$ cat config.mk
export PLATFORM = sky130hd
export DESIGN_NAME = rcs_regs
export DESIGN_NICKNAME = d
export VERILOG_FILES = /design/src/rtl/rcs_pkg.sv /design/src/rtl/rcs_regs.sv /design/src/rtl/rcs_crc_unit.sv /design/src/rtl/rcs_gap_timer.sv
export SDC_FILE = /design/constraint.sdc
export NUM_CORES = 1
export LEC_CHECK = 0
export BUFFER_PORTS_ARGS = -buffer_cell sky130_fd_sc_hd__buf_2
export CORE_MARGIN = 2
export CORE_UTILIZATION = 50
export DETAILED_ROUTE_END_ITERATION = 16
export GPL_TIMING_DRIVEN = 0
export PLACE_DENSITY = 0.74
export SLEW_MARGIN = 20
export SYNTH_ARGS = -nofsm -noshare
export SYNTH_HDL_FRONTEND = slang
export SYNTH_HIERARCHICAL = 1
export SYNTH_SLANG_ARGS = --single-unit
$ cat constraint.sdc
create_clock -name clk_i -period 2.5 [get_ports clk_i]
set_input_delay 0.5 -clock clk_i [delete_from_list [all_inputs] [get_ports clk_i]]
set_output_delay 0.5 -clock clk_i [all_outputs]
set_load 0.02 [all_outputs]
$ cat src/rtl/rcs_pkg.sv
// Shared constants for the radio CRC and state register slice.
package rcs_pkg;

  // ---------------------------------------------------------------
  // Register offsets (byte addresses)
  // ---------------------------------------------------------------
  localparam logic [11:0] OFS_CRC_POLY    = 12'h538;
  localparam logic [11:0] OFS_CRC_SEED    = 12'h53c;
  localparam logic [11:0] OFS_IFS_GAP     = 12'h544;
  localparam logic [11:0] OFS_RSSI        = 12'h548;
  localparam logic [11:0] OFS_PHASE       = 12'h550;
  localparam logic [11:0] OFS_WHITEN_SEED = 12'h554;
  localparam logic [11:0] OFS_BIT_MATCH   = 12'h560;
  localparam logic [11:0] OFS_SEG_BASE    = 12'h600;
  localparam logic [11:0] SEG_STRIDE      = 12'h004;
  localparam int          SEG_COUNT       = 8;

  // ---------------------------------------------------------------
  // Reset values and field layout
  // ---------------------------------------------------------------
  localparam logic [31:0] RST_WORD        = 32'h0000_0000;
  localparam int          RSSI_W          = 7;
  localparam int          PHASE_W         = 4;
  localparam int          WHITEN_W        = 7;
  localparam logic [6:0]  WHITEN_TAPS     = 7'h11;

  // ---------------------------------------------------------------
  // Transceiver phase codes
  // ---------------------------------------------------------------
  localparam logic [3:0] PH_DISABLED    = 4'h0;
  localparam logic [3:0] PH_RX_RAMPUP   = 4'h1;
  localparam logic [3:0] PH_RX_WAITING  = 4'h2;
  localparam logic [3:0] PH_RX_ACTIVE   = 4'h3;
  localparam logic [3:0] PH_RX_SHUTDOWN = 4'h4;
  localparam logic [3:0] PH_TX_RAMPUP   = 4'h9;
  localparam logic [3:0] PH_TX_WAITING  = 4'ha;
  localparam logic [3:0] PH_TX_ACTIVE   = 4'hb;
  localparam logic [3:0] PH_TX_SHUTDOWN = 4'hc;

  // ---------------------------------------------------------------
  // Timing
  // ---------------------------------------------------------------
  localparam int CLK_PERIOD_NS = 10;
  localparam int US_NS         = 1000;
  localparam int CYC_PER_US    = US_NS / CLK_PERIOD_NS;

  typedef enum logic [3:0] {
    ST_DISABLED, ST_RX_RAMPUP, ST_RX_WAITING, ST_RX_ACTIVE, ST_RX_SHUTDOWN,
    ST_TX_RAMPUP, ST_TX_WAITING, ST_TX_ACTIVE, ST_TX_SHUTDOWN
  } rcs_phase_t;

endpackage

$ cat src/rtl/rcs_regs.sv
// Radio CRC, spacing, phase and address-base registers with their logic.
//
// Overview of operation
// - CRC register loads the programmed seed at the start of every frame.
// - Programmable gap in microseconds separates consecutive frames.
// - Signal strength reads as unsigned magnitude; true level is its negative in dBm.
// - Phase field reads 0 while the transceiver is disabled.
// - Receive phases read 1 rampup, 2 waiting, 3 receiving, 4 shutdown.
// - Transmit phases read 9 rampup, 10 waiting, 11 sending, 12 shutdown.
// - Whitening generator is seeded from a software-written register.
// - 32-bit writable compare value is matched against the on-air bit count.
// - Eight 32-bit address base segments sit at base plus four times n.
//
// Design decision made here: register access over Avalon-MM.
`timescale 1ns/1ps
module rcs_regs #(
  parameter int CRC_W = 24
) (
  // Clock and reset
  input  wire logic        clk_i,
  input  wire logic        rst_n_i,
  // Avalon-MM slave
  input  wire logic [11:0] avs_address_i,
  input  wire logic        avs_read_i,
  input  wire logic        avs_write_i,
  input  wire logic [31:0] avs_writedata_i,
  input  wire logic [3:0]  avs_byteenable_i,
  output logic [31:0]      avs_readdata_o,
  output logic             avs_waitrequest_o,
  // Transceiver control events
  input  wire logic        rx_enable_i,
  input  wire logic        tx_enable_i,
  input  wire logic        rampup_done_i,
  input  wire logic        start_i,
  input  wire logic        frame_end_i,
  input  wire logic        disable_i,
  input  wire logic        shutdown_done_i,
  // On-air bit stream
  input  wire logic        bit_tick_i,
  input  wire logic        bit_i,
  // Signal strength measurement
  input  wire logic        rssi_valid_i,
  input  wire logic [6:0]  rssi_i,
  // Results to the radio core
  output logic [3:0]       phase_o,
  output logic [CRC_W-1:0] crc_o,
  output logic             whiten_bit_o,
  output logic             bit_match_o,
  output logic             gap_done_o,
  output logic [255:0]     dev_addr_base_o
);

  // ---------------------------------------------------------------
  // Helper functions
  // ---------------------------------------------------------------

  // Software-visible code of each phase.
  function automatic logic [3:0] phase_code(input rcs_pkg::rcs_phase_t s);
    case (s)
      rcs_pkg::ST_DISABLED:    phase_code = rcs_pkg::PH_DISABLED;
      rcs_pkg::ST_RX_RAMPUP:   phase_code = rcs_pkg::PH_RX_RAMPUP;
      rcs_pkg::ST_RX_WAITING:  phase_code = rcs_pkg::PH_RX_WAITING;
      rcs_pkg::ST_RX_ACTIVE:   phase_code = rcs_pkg::PH_RX_ACTIVE;
      rcs_pkg::ST_RX_SHUTDOWN: phase_code = rcs_pkg::PH_RX_SHUTDOWN;
      rcs_pkg::ST_TX_RAMPUP:   phase_code = rcs_pkg::PH_TX_RAMPUP;
      rcs_pkg::ST_TX_WAITING:  phase_code = rcs_pkg::PH_TX_WAITING;
      rcs_pkg::ST_TX_ACTIVE:   phase_code = rcs_pkg::PH_TX_ACTIVE;
      rcs_pkg::ST_TX_SHUTDOWN: phase_code = rcs_pkg::PH_TX_SHUTDOWN;
      default:                 phase_code = rcs_pkg::PH_DISABLED;
    endcase
  endfunction

  // Merge write data into a word under the byte enables.
  function automatic logic [31:0] merge(input logic [31:0] old_v,
                                        input logic [31:0] new_v,
                                        input logic [3:0]  be);
    logic [31:0] r;
    r = old_v;
    for (int i = 0; i < 4; i++) begin
      if (be[i]) begin
        r[i*8 +: 8] = new_v[i*8 +: 8];
      end
    end
    merge = r;
  endfunction

  // ---------------------------------------------------------------
  // Declarations
  // ---------------------------------------------------------------
  rcs_pkg::rcs_phase_t st_q;
  rcs_pkg::rcs_phase_t st_d;
  logic [31:0] poly_q,   poly_d;
  logic [31:0] seed_q,   seed_d;
  logic [31:0] gap_q,    gap_d;
  logic [31:0] wseed_q,  wseed_d;
  logic [31:0] match_q,  match_d;
  logic [31:0] seg_q [rcs_pkg::SEG_COUNT];
  logic [31:0] seg_d [rcs_pkg::SEG_COUNT];
  logic [6:0]  rssi_q,   rssi_d;
  logic [31:0] rdata_q,  rdata_d;
  logic        wait_q,   wait_d;
  logic [6:0]  lfsr_q,   lfsr_d;
  logic [31:0] bcnt_q,   bcnt_d;
  logic        bmatch_q, bmatch_d;
  logic [3:0]  phase_q;
  logic        req;
  logic        commit;
  logic        in_wait;
  logic        in_active;
  logic        start_now;
  logic        shift_now;
  logic        gap_done;
  logic [11:0] seg_rel;
  logic        seg_hit;
  logic [2:0]  seg_idx;

  // ---------------------------------------------------------------
  // Bus handshake
  // ---------------------------------------------------------------

  // Each access stalls one cycle, then completes with waitrequest low.
  // The extra cycle lets read data come from a flop at no mux-depth cost.
  assign req    = avs_read_i | avs_write_i;
  assign commit = req & ~wait_q;

  always_comb begin
    wait_d = 1'b1;
    if (req && wait_q) begin
      wait_d = 1'b0;
    end
  end

  // Address-base window decode; anything else unmapped reads zero.
  assign seg_rel = avs_address_i - rcs_pkg::OFS_SEG_BASE;
  assign seg_hit = (avs_address_i >= rcs_pkg::OFS_SEG_BASE) &&
                   (seg_rel < 12'(rcs_pkg::SEG_COUNT * 4)) &&
                   (avs_address_i[1:0] == 2'b00);
  assign seg_idx = seg_rel[4:2];

  // Read data is captured in the stall cycle and held for the answer.
  always_comb begin
    rdata_d = rdata_q;
    if (avs_read_i && wait_q) begin
      rdata_d = rcs_pkg::RST_WORD;
      case (avs_address_i)
        rcs_pkg::OFS_CRC_POLY:    rdata_d = poly_q;
        rcs_pkg::OFS_CRC_SEED:    rdata_d = seed_q;
        rcs_pkg::OFS_IFS_GAP:     rdata_d = gap_q;
        rcs_pkg::OFS_RSSI:        rdata_d = {25'h0, rssi_q};
        rcs_pkg::OFS_PHASE:       rdata_d = {28'h0, phase_q};
        rcs_pkg::OFS_WHITEN_SEED: rdata_d = wseed_q;
        rcs_pkg::OFS_BIT_MATCH:   rdata_d = match_q;
        default: begin
          if (seg_hit) begin
            rdata_d = seg_q[seg_idx];
          end
        end
      endcase
    end
  end

  // ---------------------------------------------------------------
  // Writable registers
  // ---------------------------------------------------------------

  // Writes land on the completing edge only; read-only offsets ignore them.
  always_comb begin
    poly_d  = poly_q;
    seed_d  = seed_q;
    gap_d   = gap_q;
    wseed_d = wseed_q;
    match_d = match_q;
    for (int i = 0; i < rcs_pkg::SEG_COUNT; i++) begin
      seg_d[i] = seg_q[i];
    end
    if (commit && avs_write_i) begin
      case (avs_address_i)
        rcs_pkg::OFS_CRC_POLY:    poly_d  = merge(poly_q, avs_writedata_i, avs_byteenable_i);
        rcs_pkg::OFS_CRC_SEED:    seed_d  = merge(seed_q, avs_writedata_i, avs_byteenable_i);
        rcs_pkg::OFS_IFS_GAP:     gap_d   = merge(gap_q, avs_writedata_i, avs_byteenable_i);
        rcs_pkg::OFS_WHITEN_SEED: wseed_d = merge(wseed_q, avs_writedata_i, avs_byteenable_i);
        rcs_pkg::OFS_BIT_MATCH:   match_d = merge(match_q, avs_writedata_i, avs_byteenable_i);
        default: begin
          if (seg_hit) begin
            seg_d[seg_idx] = merge(seg_q[seg_idx], avs_writedata_i, avs_byteenable_i);
          end
        end
      endcase
    end
  end

  // Magnitude is kept unsigned; the core reports level without its sign.
  always_comb begin
    rssi_d = rssi_q;
    if (rssi_valid_i) begin
      rssi_d = rssi_i;
    end
  end

  // ---------------------------------------------------------------
  // Transceiver phase sequencer
  // ---------------------------------------------------------------

  assign in_wait   = (st_q == rcs_pkg::ST_RX_WAITING) || (st_q == rcs_pkg::ST_TX_WAITING);
  assign in_active = (st_q == rcs_pkg::ST_RX_ACTIVE) || (st_q == rcs_pkg::ST_TX_ACTIVE);
  // A frame opens on an explicit start or when the gap after the last expires.
  assign start_now = in_wait && !disable_i && (start_i || gap_done);
  assign shift_now = in_active && bit_tick_i;

  // Disable wins over a start arriving in the same cycle.
  always_comb begin
    st_d = st_q;
    case (st_q)
      rcs_pkg::ST_DISABLED: begin
        if (rx_enable_i) begin
          st_d = rcs_pkg::ST_RX_RAMPUP;
        end else if (tx_enable_i) begin
          st_d = rcs_pkg::ST_TX_RAMPUP;
        end
      end
      rcs_pkg::ST_RX_RAMPUP: begin
        if (disable_i) st_d = rcs_pkg::ST_RX_SHUTDOWN;
        else if (rampup_done_i) st_d = rcs_pkg::ST_RX_WAITING;
      end
      rcs_pkg::ST_RX_WAITING: begin
        if (disable_i) st_d = rcs_pkg::ST_RX_SHUTDOWN;
        else if (start_now) st_d = rcs_pkg::ST_RX_ACTIVE;
      end
      rcs_pkg::ST_RX_ACTIVE: begin
        if (disable_i) st_d = rcs_pkg::ST_RX_SHUTDOWN;
        else if (frame_end_i) st_d = rcs_pkg::ST_RX_WAITING;
      end
      rcs_pkg::ST_RX_SHUTDOWN: begin
        if (shutdown_done_i) st_d = rcs_pkg::ST_DISABLED;
      end
      rcs_pkg::ST_TX_RAMPUP: begin
        if (disable_i) st_d = rcs_pkg::ST_TX_SHUTDOWN;
        else if (rampup_done_i) st_d = rcs_pkg::ST_TX_WAITING;
      end
      rcs_pkg::ST_TX_WAITING: begin
        if (disable_i) st_d = rcs_pkg::ST_TX_SHUTDOWN;
        else if (start_now) st_d = rcs_pkg::ST_TX_ACTIVE;
      end
      rcs_pkg::ST_TX_ACTIVE: begin
        if (disable_i) st_d = rcs_pkg::ST_TX_SHUTDOWN;
        else if (frame_end_i) st_d = rcs_pkg::ST_TX_WAITING;
      end
      rcs_pkg::ST_TX_SHUTDOWN: begin
        if (shutdown_done_i) st_d = rcs_pkg::ST_DISABLED;
      end
      default: st_d = rcs_pkg::ST_DISABLED;
    endcase
  end

  // ---------------------------------------------------------------
  // Whitening generator and bit counter
  // ---------------------------------------------------------------

  // Seven-stage generator, reseeded at every frame start.
  always_comb begin
    lfsr_d = lfsr_q;
    if (start_now) begin
      lfsr_d = wseed_q[6:0];
    end else if (shift_now) begin
      lfsr_d = {lfsr_q[5:0], 1'b0} ^ (lfsr_q[6] ? rcs_pkg::WHITEN_TAPS : 7'h00);
    end
  end

  // Count on-air bits; flag the bit on which the count equals the compare.
  always_comb begin
    bcnt_d   = bcnt_q;
    bmatch_d = 1'b0;
    if (start_now) begin
      bcnt_d = 32'h0000_0000;
    end else if (shift_now) begin
      bcnt_d   = bcnt_q + 32'h0000_0001;
      bmatch_d = (bcnt_d == match_q);
    end
  end

  // ---------------------------------------------------------------
  // Submodules
  // ---------------------------------------------------------------

  rcs_crc_unit #(
    .CRC_W (CRC_W)
  ) u_crc (
    .clk_i   (clk_i),
    .rst_n_i (rst_n_i),
    .load_i  (start_now),
    .seed_i  (seed_q[CRC_W-1:0]),
    .poly_i  (poly_q[CRC_W-1:0]),
    .shift_i (shift_now),
    .bit_i   (bit_i),
    .crc_o   (crc_o)
  );

  rcs_gap_timer u_gap (
    .clk_i    (clk_i),
    .rst_n_i  (rst_n_i),
    .start_i  (in_active && frame_end_i && !disable_i),
    .gap_us_i (gap_q),
    .done_o   (gap_done)
  );

  // ---------------------------------------------------------------
  // Registers
  // ---------------------------------------------------------------

  // All state registers; phase code is registered so it matches the state.
  always_ff @(posedge clk_i or negedge rst_n_i) begin
    if (!rst_n_i) begin
      st_q     <= rcs_pkg::ST_DISABLED;
      phase_q  <= rcs_pkg::PH_DISABLED;
      poly_q   <= rcs_pkg::RST_WORD;
      seed_q   <= rcs_pkg::RST_WORD;
      gap_q    <= rcs_pkg::RST_WORD;
      wseed_q  <= rcs_pkg::RST_WORD;
      match_q  <= rcs_pkg::RST_WORD;
      for (int i = 0; i < rcs_pkg::SEG_COUNT; i++) begin
        seg_q[i] <= rcs_pkg::RST_WORD;
      end
      rssi_q   <= '0;
      rdata_q  <= rcs_pkg::RST_WORD;
      wait_q   <= 1'b1;
      lfsr_q   <= '0;
      bcnt_q   <= '0;
      bmatch_q <= 1'b0;
    end else begin
      st_q     <= st_d;
      phase_q  <= phase_code(st_d);
      poly_q   <= poly_d;
      seed_q   <= seed_d;
      gap_q    <= gap_d;
      wseed_q  <= wseed_d;
      match_q  <= match_d;
      for (int i = 0; i < rcs_pkg::SEG_COUNT; i++) begin
        seg_q[i] <= seg_d[i];
      end
      rssi_q   <= rssi_d;
      rdata_q  <= rdata_d;
      wait_q   <= wait_d;
      lfsr_q   <= lfsr_d;
      bcnt_q   <= bcnt_d;
      bmatch_q <= bmatch_d;
    end
  end

  // ---------------------------------------------------------------
  // Outputs
  // ---------------------------------------------------------------
  assign avs_readdata_o    = rdata_q;
  assign avs_waitrequest_o = wait_q;
  assign phase_o           = phase_q;
  assign whiten_bit_o      = lfsr_q[6];
  assign bit_match_o       = bmatch_q;
  assign gap_done_o        = gap_done;

  for (genvar g = 0; g < rcs_pkg::SEG_COUNT; g++) begin : g_seg
    assign dev_addr_base_o[g*32 +: 32] = seg_q[g];
  end

endmodule

$ cat src/rtl/rcs_crc_unit.sv
// Serial CRC shift register with programmable taps and seed.
`timescale 1ns/1ps
module rcs_crc_unit #(
  parameter int CRC_W = 24
) (
  // Clock and reset
  input  wire logic             clk_i,
  input  wire logic             rst_n_i,
  // Control
  input  wire logic             load_i,
  input  wire logic [CRC_W-1:0] seed_i,
  input  wire logic [CRC_W-1:0] poly_i,
  input  wire logic             shift_i,
  input  wire logic             bit_i,
  // Result
  output logic      [CRC_W-1:0] crc_o
);

  logic [CRC_W-1:0] crc_q;
  logic [CRC_W-1:0] crc_d;
  logic [CRC_W-1:0] taps;
  logic             fb;

  // Constant term is always present, so software bit 0 has no effect.
  assign taps = {poly_i[CRC_W-1:1], 1'b1};
  assign fb   = bit_i ^ crc_q[CRC_W-1];

  // Next value: seed at computation start, otherwise one shift per bit.
  always_comb begin
    crc_d = crc_q;
    if (load_i) begin
      crc_d = seed_i;
    end else if (shift_i) begin
      crc_d = {crc_q[CRC_W-2:0], 1'b0} ^ (fb ? taps : '0);
    end
  end

  // State register.
  always_ff @(posedge clk_i or negedge rst_n_i) begin
    if (!rst_n_i) begin
      crc_q <= '0;
    end else begin
      crc_q <= crc_d;
    end
  end

  assign crc_o = crc_q;

endmodule

$ cat src/rtl/rcs_gap_timer.sv
// Inter-frame gap timer counting whole microseconds.
`timescale 1ns/1ps
module rcs_gap_timer (
  // Clock and reset
  input  wire logic        clk_i,
  input  wire logic        rst_n_i,
  // Control
  input  wire logic        start_i,
  input  wire logic [31:0] gap_us_i,
  // Result
  output logic             done_o
);

  logic [31:0] us_q;
  logic [31:0] us_d;
  logic [7:0]  cyc_q;
  logic [7:0]  cyc_d;
  logic        run_q;
  logic        run_d;
  logic        done_q;
  logic        done_d;

  // A zero gap expires on the next cycle; a restart cancels a pending gap.
  always_comb begin
    us_d   = us_q;
    cyc_d  = cyc_q;
    run_d  = run_q;
    done_d = 1'b0;
    if (start_i) begin
      us_d  = gap_us_i;
      cyc_d = 8'(rcs_pkg::CYC_PER_US - 1);
      run_d = 1'b1;
      if (gap_us_i == 32'h0000_0000) begin
        run_d  = 1'b0;
        done_d = 1'b1;
      end
    end else if (run_q) begin
      if (cyc_q != 8'h00) begin
        cyc_d = cyc_q - 8'h01;
      end else begin
        cyc_d = 8'(rcs_pkg::CYC_PER_US - 1);
        us_d  = us_q - 32'h0000_0001;
        if (us_q == 32'h0000_0001) begin
          run_d  = 1'b0;
          done_d = 1'b1;
        end
      end
    end
  end

  // State registers.
  always_ff @(posedge clk_i or negedge rst_n_i) begin
    if (!rst_n_i) begin
      us_q   <= '0;
      cyc_q  <= '0;
      run_q  <= 1'b0;
      done_q <= 1'b0;
    end else begin
      us_q   <= us_d;
      cyc_q  <= cyc_d;
      run_q  <= run_d;
      done_q <= done_d;
    end
  end

  assign done_o = done_q;

endmodule

==> results.tsv, run 1 <==
metric	value	unit
Cell Chain, Critical Path	nand4_4 -> buf_12 -> nor4_4 -> xnor2_1 -> nand4_1 -> or3_1 -> or4_4 -> a2111oi_4	
fin worst setup slack	-262	ps
Vias	24443	
DR iter-0 viols	3159	
nets	3072	
Final Max Slew Viols	0	
Post-Synth Adder-Cell Area	0.274	%
post-route ant nets	0	
Simple-Gate Fraction of Synth Area	14.9	%
dpl hpwl	76600	um
Reg2Reg Setup Slack	-260	ps
Switching Share	27.7	%
run status	finished, violations left	
share of cells above drive strength 1	32.9	%
Critical Path RT	3010	ps
CP endpoint	bit_match_o	
Yosys top cell by area	dfrtp_1	
Synth warnings	6	
Worst EP arrival	3270	ps
crit path time final	2760	ps
setup TNS	-272	ps
Root Driver	clkbuf_16	
Worst Reg-to-Reg Cells	8	
largest family of logic cells by synthesized area	simple AND/OR/NAND/NOR gates	
Num Clock Sinks	570	
DR pass1 iterations	7	
Hold WC Path Type	in -> reg	
xor-xnor portion of the synthesized cell area	1.88	%
Seq/Total Area, Yosys	52.1	%
CORE AREA	0.0539	mm^2
Net Sw Power	0.00614	W
Layout Cells excl Fill	3743	
Synth Area in Compound Gates	12.9	%
Setup violations, final	3	
worst skew pair latency	660	ps
Total GRT Usage	35.7	%
kind of start point of the critical path	register	
relative slew slack	16.4	%
Die Area	0.0566	mm^2
maximum vdd ir drop	0.504	mV
Final Util	61.9	%
Pleak	15.5	nW
max cap viols	0	
multiplexer share of the synthesized area	14.9	%
combinational share of power	11.2	%
area growth from synthesis to layout	22.0	%
gpl congestion	0.978	
htree depth	2	
drc violations	0	
Post-Syn Area	0.0274	mm^2
Final period util	110	%
Layout Skew	31.7	ps
I/O Pins	389	
WL final	102000	um
GRT Residual Overflow	0	
CTS tree	done	
Via density	6.53	
Fmax achieved	0.362	GHz
post-DR wirelength/cell	27.2	um
initial antenna violation count	6	
CTS buffer count	59	
RSZ-0062 raised after global routing	yes	
RR Endpoint	bit_match_o	
die height	238	um
post-synth cell types	74	
total power	0.0222	W
Rows	85	
Hold WS	66.4	ps
critical path class	reg -> reg	
first-pass GRT wire length	152000	um
Clock transition at path regs	70	ps
post-synth top area share	52.0	%
Max Buffers Root-to-Sink	3	
r2r startpoint	bcnt_q[6]	
CP max stage cell	or4_4	
clock power share	42.0	%
Synth Instances	2512	
Worst Path Max Fanout	6	
#FFs+latches synth	570	
Post-synth EDFFs	0	
failing checks	setup timing	
Starting Density	50.8	%
top cells by area, synth	dfrtp_1, mux2_2, o21ai_0, mux4_2, nand2_1	
vias in the first global route	23683	
DIE WIDTH	238	um
Cells after DPL	3595	
Worst Max-Slew Pin Slew	1240	ps
ys async rst share	100	%
slowest cell delay on critical path	530	ps
P_int	0.0161	W
PD cells	665	mW/mm^2
syn_nets	2587	
crit end category	register	
sequential share of power	46.8	%
largest net degree at the start of global routing	95	
Syn Area/Cell	10.9	um^2
Final Hold Viols	0	
worst setup path start	bcnt_q[6]	
number of I/O port buffers	381	
ys flop type	dfrtp_1	
==> cells in the mapped netlist, types with 32 or more instances <==
| cell type | instances |
|---|---|
| a222oi_1 | 50 |
| mux4_2 | 64 |
| xnor2_1 | 39 |
| nand4_1 | 45 |
| nor2_1 | 118 |
| clkbuf_1 | 132 |
| o21ai_0 | 320 |
| mux2i_1 | 39 |
| nand2b_1 | 32 |
| mux2_2 | 200 |
| nand3_1 | 52 |
| a31oi_1 | 55 |
| nand2_1 | 366 |
| dfrtp_1 | 569 |
==> metrics by stage <==
stage	instance area (um^2)	setup WS (ps)
detailed placement	30400	-1670
global route	33400	-322
global placement	30200	-10580
finish	33400	-262
floorplan	27400	-113
CTS	33000	-305
==> cells by family after synthesis <==
| group | Yosys count |
|---|---|
| fa+ha+maj | 6 |
| buf+inv | 191 |
| simple gates | 816 |
| mux | 303 |
| compound gates | 568 |
| xor+xnor | 58 |
| flops | 570 |
==> area by class of cell <==
cell class | instances | area, um^2
Tap cell | 696 | 871
Buffer | 160 | 816
Fill cell | 4245 | 20500
Clock inverter | 21 | 324
Sequential cell | 570 | 14300
Antenna cell | 6 | 15.0
Clock buffer | 84 | 1690
Timing Repair Buffer | 436 | 2470
Multi-Input combinational cell | 1752 | 12900
Inverter | 18 | 71.3
==> how the worst min path moves through the flow <==
stage	cells after the start	slack, ps	to	startpoint
5_1_grt	2	60	phase_o[1]	disable_i
4_1_cts	2	50	phase_o[1]	disable_i
6_report	2	70	phase_o[1]	disable_i
3_3_place_gp	2	460	avs_readdata_o[5]	avs_readdata_o[5]
3_5_place_dp	2	460	lfsr_q[5]	lfsr_q[5]
2_1_floorplan	0	200	avs_readdata_o[0]	rst_n_i
==> critical path: cells and delay by family (launching register included) <==
| kind | cells | cell delay (ps) |
|---|---|---|
| flip-flops | 1 | 460 |
| AO/OA/AOI/OAI | 1 | 290 |
| buffers and inverters | 1 | 180 |
| AND/OR/NAND/NOR | 5 | 1470 |
| XOR/XNOR | 1 | 220 |
==> state kept, by name, indices dropped and copies added, names as in the netlist, 7 cells and up <==
signal,cells
dev_addr_base_o,256
avs_readdata_o,32
bcnt_q,32
gap_q,32
match_q,32
poly_q,32
seed_q,32
u_gap/us_q,32
wseed_q,32
u_crc/crc_o,24
u_gap/cyc_q,8
lfsr_q,7
rssi_q,7
==> what timing repair did <==
action | CTS | global route
cloned | 1 | 0
hold buffers | 3 | 0
gates resized for setup | 109 | 118
setup endpoints to repair | 503 | 436
buffers inserted | 27 | 19
hold endpoints to repair | 64 | 0
pin swaps | 21 | 17
==> power groups by stage <==
| stage | logic [W] | clock network [W] | registers, W |
|---|---|---|---|
| after global routing | 0.00270 | 0.00971 | 0.0105 |
| after detailed placement | 0.00229 | 0 | 0.0105 |
| after floorplan | 0.00124 | 0 | 0.0105 |
| after CTS | 0.00239 | 0.00933 | 0.0103 |
| after global placement | 0.00219 | 0 | 0.0105 |
| final | 0.00249 | 0.00932 | 0.0104 |
==> per-layer routing <==
metal  vias to the layer above  share of wire [%]  GRT usage (%)
li1                      10264                  -              -
met1                     12262                 37           45.8
met2                      1612                 47           57.1
met3                       305                 11           8.86
met4                         0                5.4           16.8
met5                         -                  0              0
==> cell usage in the layout (no fill, tap or decap), drive strengths merged, types with 12 or more instances in the layout <==
cell type / instances
nor2: 119
xor2: 19
nand4: 49
a21oi: 21
a222oi: 50
a21o: 28
nor4: 30
and3: 12
buf: 477
or4: 27
mux2i: 39
inv: 19
nor3: 27
nand2: 366
dfrtp: 569
nand3b: 27
clkbuf: 200
nand2b: 32
nand4b: 25
a22oi: 17
o21ai: 323
mux2: 200
xnor2: 39
mux4: 64
o31ai: 25
or3: 17
a31oi: 55
nand3: 53
Power figures use the tool's default switching activity.
==> run 2: changes to the inputs <==
Settings changed: REMOVE_ABC_BUFFERS from default to 1.
Clock period 2.5 ns to 2.3 ns, I/O delays scaled along.
==> results.tsv, run 2 (synthesis gave the netlist of run 1 again) <==
metric	value	unit
GRT Residual Overflow	0	
critical path class	reg -> reg	
Final Hold Viols	0	
area growth from synthesis to layout	22.7	%
Setup violations, final	32	
Worst Max-Slew Pin Slew	1090	ps
area of the multi-input gates	0.0130	mm^2
dpl hpwl	60900	um
PD cells	707	mW/mm^2
DIE WIDTH	238	um
number of I/O port buffers	388	
# diodes	0	
Worst Path Max Fanout	6	
initial antenna violation count	0	
WL final	91200	um
worst skew pair latency	630	ps
DR pass1 iterations	9	
clock power share	40.6	%
Rows	85	
Critical Path RT	2810	ps
Metal-1 WL	34800	um
Net Sw Power	0.00645	W
Final Max Slew Viols	0	
maximum vdd ir drop	0.629	mV
Largest register FFs	256	
Root Driver	clkbuf_16	
nets	2985	
Switching Share	27.2	%
post-DR wirelength/cell	25.0	um
Max Buffers Root-to-Sink	3	
RR Endpoint	bit_match_o	
register area	0.0143	mm^2
Vias	23462	
failing checks	setup timing	
post-route ant nets	0	
Hold WS	36.3	ps
met3 wire length	8690	um
Pleak	15.5	nW
Hold WC Path Type	in -> reg	
Worst Reg-to-Reg Cells	8	
run status	finished, violations left	
Clock transition at path regs	70	ps
Total GRT Usage	30.6	%
Hold EP	phase_o[1]	
most frequent cells in the layout	dfrtp_1, buf_2, nand2_1, o21ai_0, mux2_2	
vias in the first global route	23003	
htree depth	2	
share of cells above drive strength 1	33.7	%
Die Area	0.0566	mm^2
met2 wire len	42800	um
Final period util	116	%
Final Util	62.3	%
RSZ-0062 raised after global routing	yes	
gpl congestion	0.902	
crit end category	register	
Num Clock Sinks	570	
CORE AREA	0.0539	mm^2
Starting Density	50.8	%
combinational share of power	11.9	%
fill count	4067	
r2r startpoint	bcnt_q[1]	
CTS buffer count	59	
largest net degree at the start of global routing	101	
most common cell after layout, fill and taps aside	dfrtp_1	
relative slew slack	26.7	%
DR iter-0 viols	3042	
kind of start point of the critical path	register	
Max Used Layer	met4	
first-pass GRT wire length	135000	um
Layout Skew	21.6	ps
die height	238	um
CTS tree	done	
I/O Pins	389	
hold path cells	2	
P_int	0.0173	W
max cap viols	0	
Fmax achieved	0.375	GHz
Worst EP arrival	3180	ps
Via density	6.43	
Reg2Reg Setup Slack	-370	ps
crit path time final	2670	ps
min-delay src	disable_i	
sequential share of power	47.6	%
drc violations	0	
fin worst setup slack	-370	ps
run 2: cell count changes in the layout (fill, tap and decap cells not counted), moves of 6 or more:
cell,before,now
buf_4,53,70
dfrtp_1,562,551
dfrtp_2,7,18
nor2_2,16,4
buf_16,6,13
buf_2,403,384
clkbuf_2,49,0
clkbuf_1,74,16
diode_2,6,0
buf_12,1,13
mux2i_4,9,2
nor2_4,5,22
run 2: cell type report:
class,instances,share of cell area (%)
Sequential cell,570,42.6
Multi-Input combinational cell,1758,38.8
Timing Repair Buffer,503,10.0
Clock buffer,91,5.30
Tap cell,696,2.59
Clock inverter,13,0.436
Inverter,18,0.239
run 2: worst max path at each step:
| stage | start | endpoint | slack (ps) |
|---|---|---|---|
| after floorplan | st_q[1] | u_crc/crc_o[10] | -3810 |
| after global routing | bcnt_q[1] | bit_match_o | -400 |
| after detailed placement | avs_address_i[4] | dev_addr_base_o[250] | -1550 |
| final | bcnt_q[1] | bit_match_o | -370 |
| after global placement | rst_n_i | dev_addr_base_o[36] | -10540 |
| after CTS | st_q[3] | bit_match_o | -270 |
run 2: per-layer routing:
metal,vias to the layer above,global-route usage (%)
met5,-,0
met4,0,13.5
met3,269,6.51
met2,1313,49.1
met1,11820,40.4
li1,10060,-
run 2: stage by stage:
step	instance area (um^2)	setup WS [ps]	cells	total power [W]	TNS [ps]
after floorplan	26600	-3810	2339	0.0126	-588790
after global placement	29500	-10540	3423	0.0136	-8437480
after detailed placement	30400	-1550	3471	0.0138	-525290
after CTS	33100	-267	3621	0.0236	-4280
after global routing	33600	-401	3649	0.0245	-469
final	33600	-370	3649	0.0237	-1160
run 2: critical path: stages, from the launching register on:
cell and delay [ps]:
dfrtp_1 430, ha_4 210, and3_1 230, nor4_1 310
a31oi_1 90, o32a_1 190, or3_1 390, or4_4 500
a2111oi_4 200
run 2: power groups by stage:
stage	registers [W]	clock network, W	logic (W)
finish	0.0113	0.00962	0.00281
global route	0.0114	0.0101	0.00303
CTS	0.0112	0.00974	0.00263
detailed placement	0.0114	0	0.00245
global placement	0.0113	0	0.00226
floorplan	0.0114	0	0.00118
run 2: what timing repair did:
item,4_1_cts,5_1_grt
hold buffers,3,0
pin swaps,24,12
setup endpoints to repair,503,384
setup buffers,40,22
endpoints found under the hold margin,57,0
gates cloned,3,6
gates resized for setup,92,49
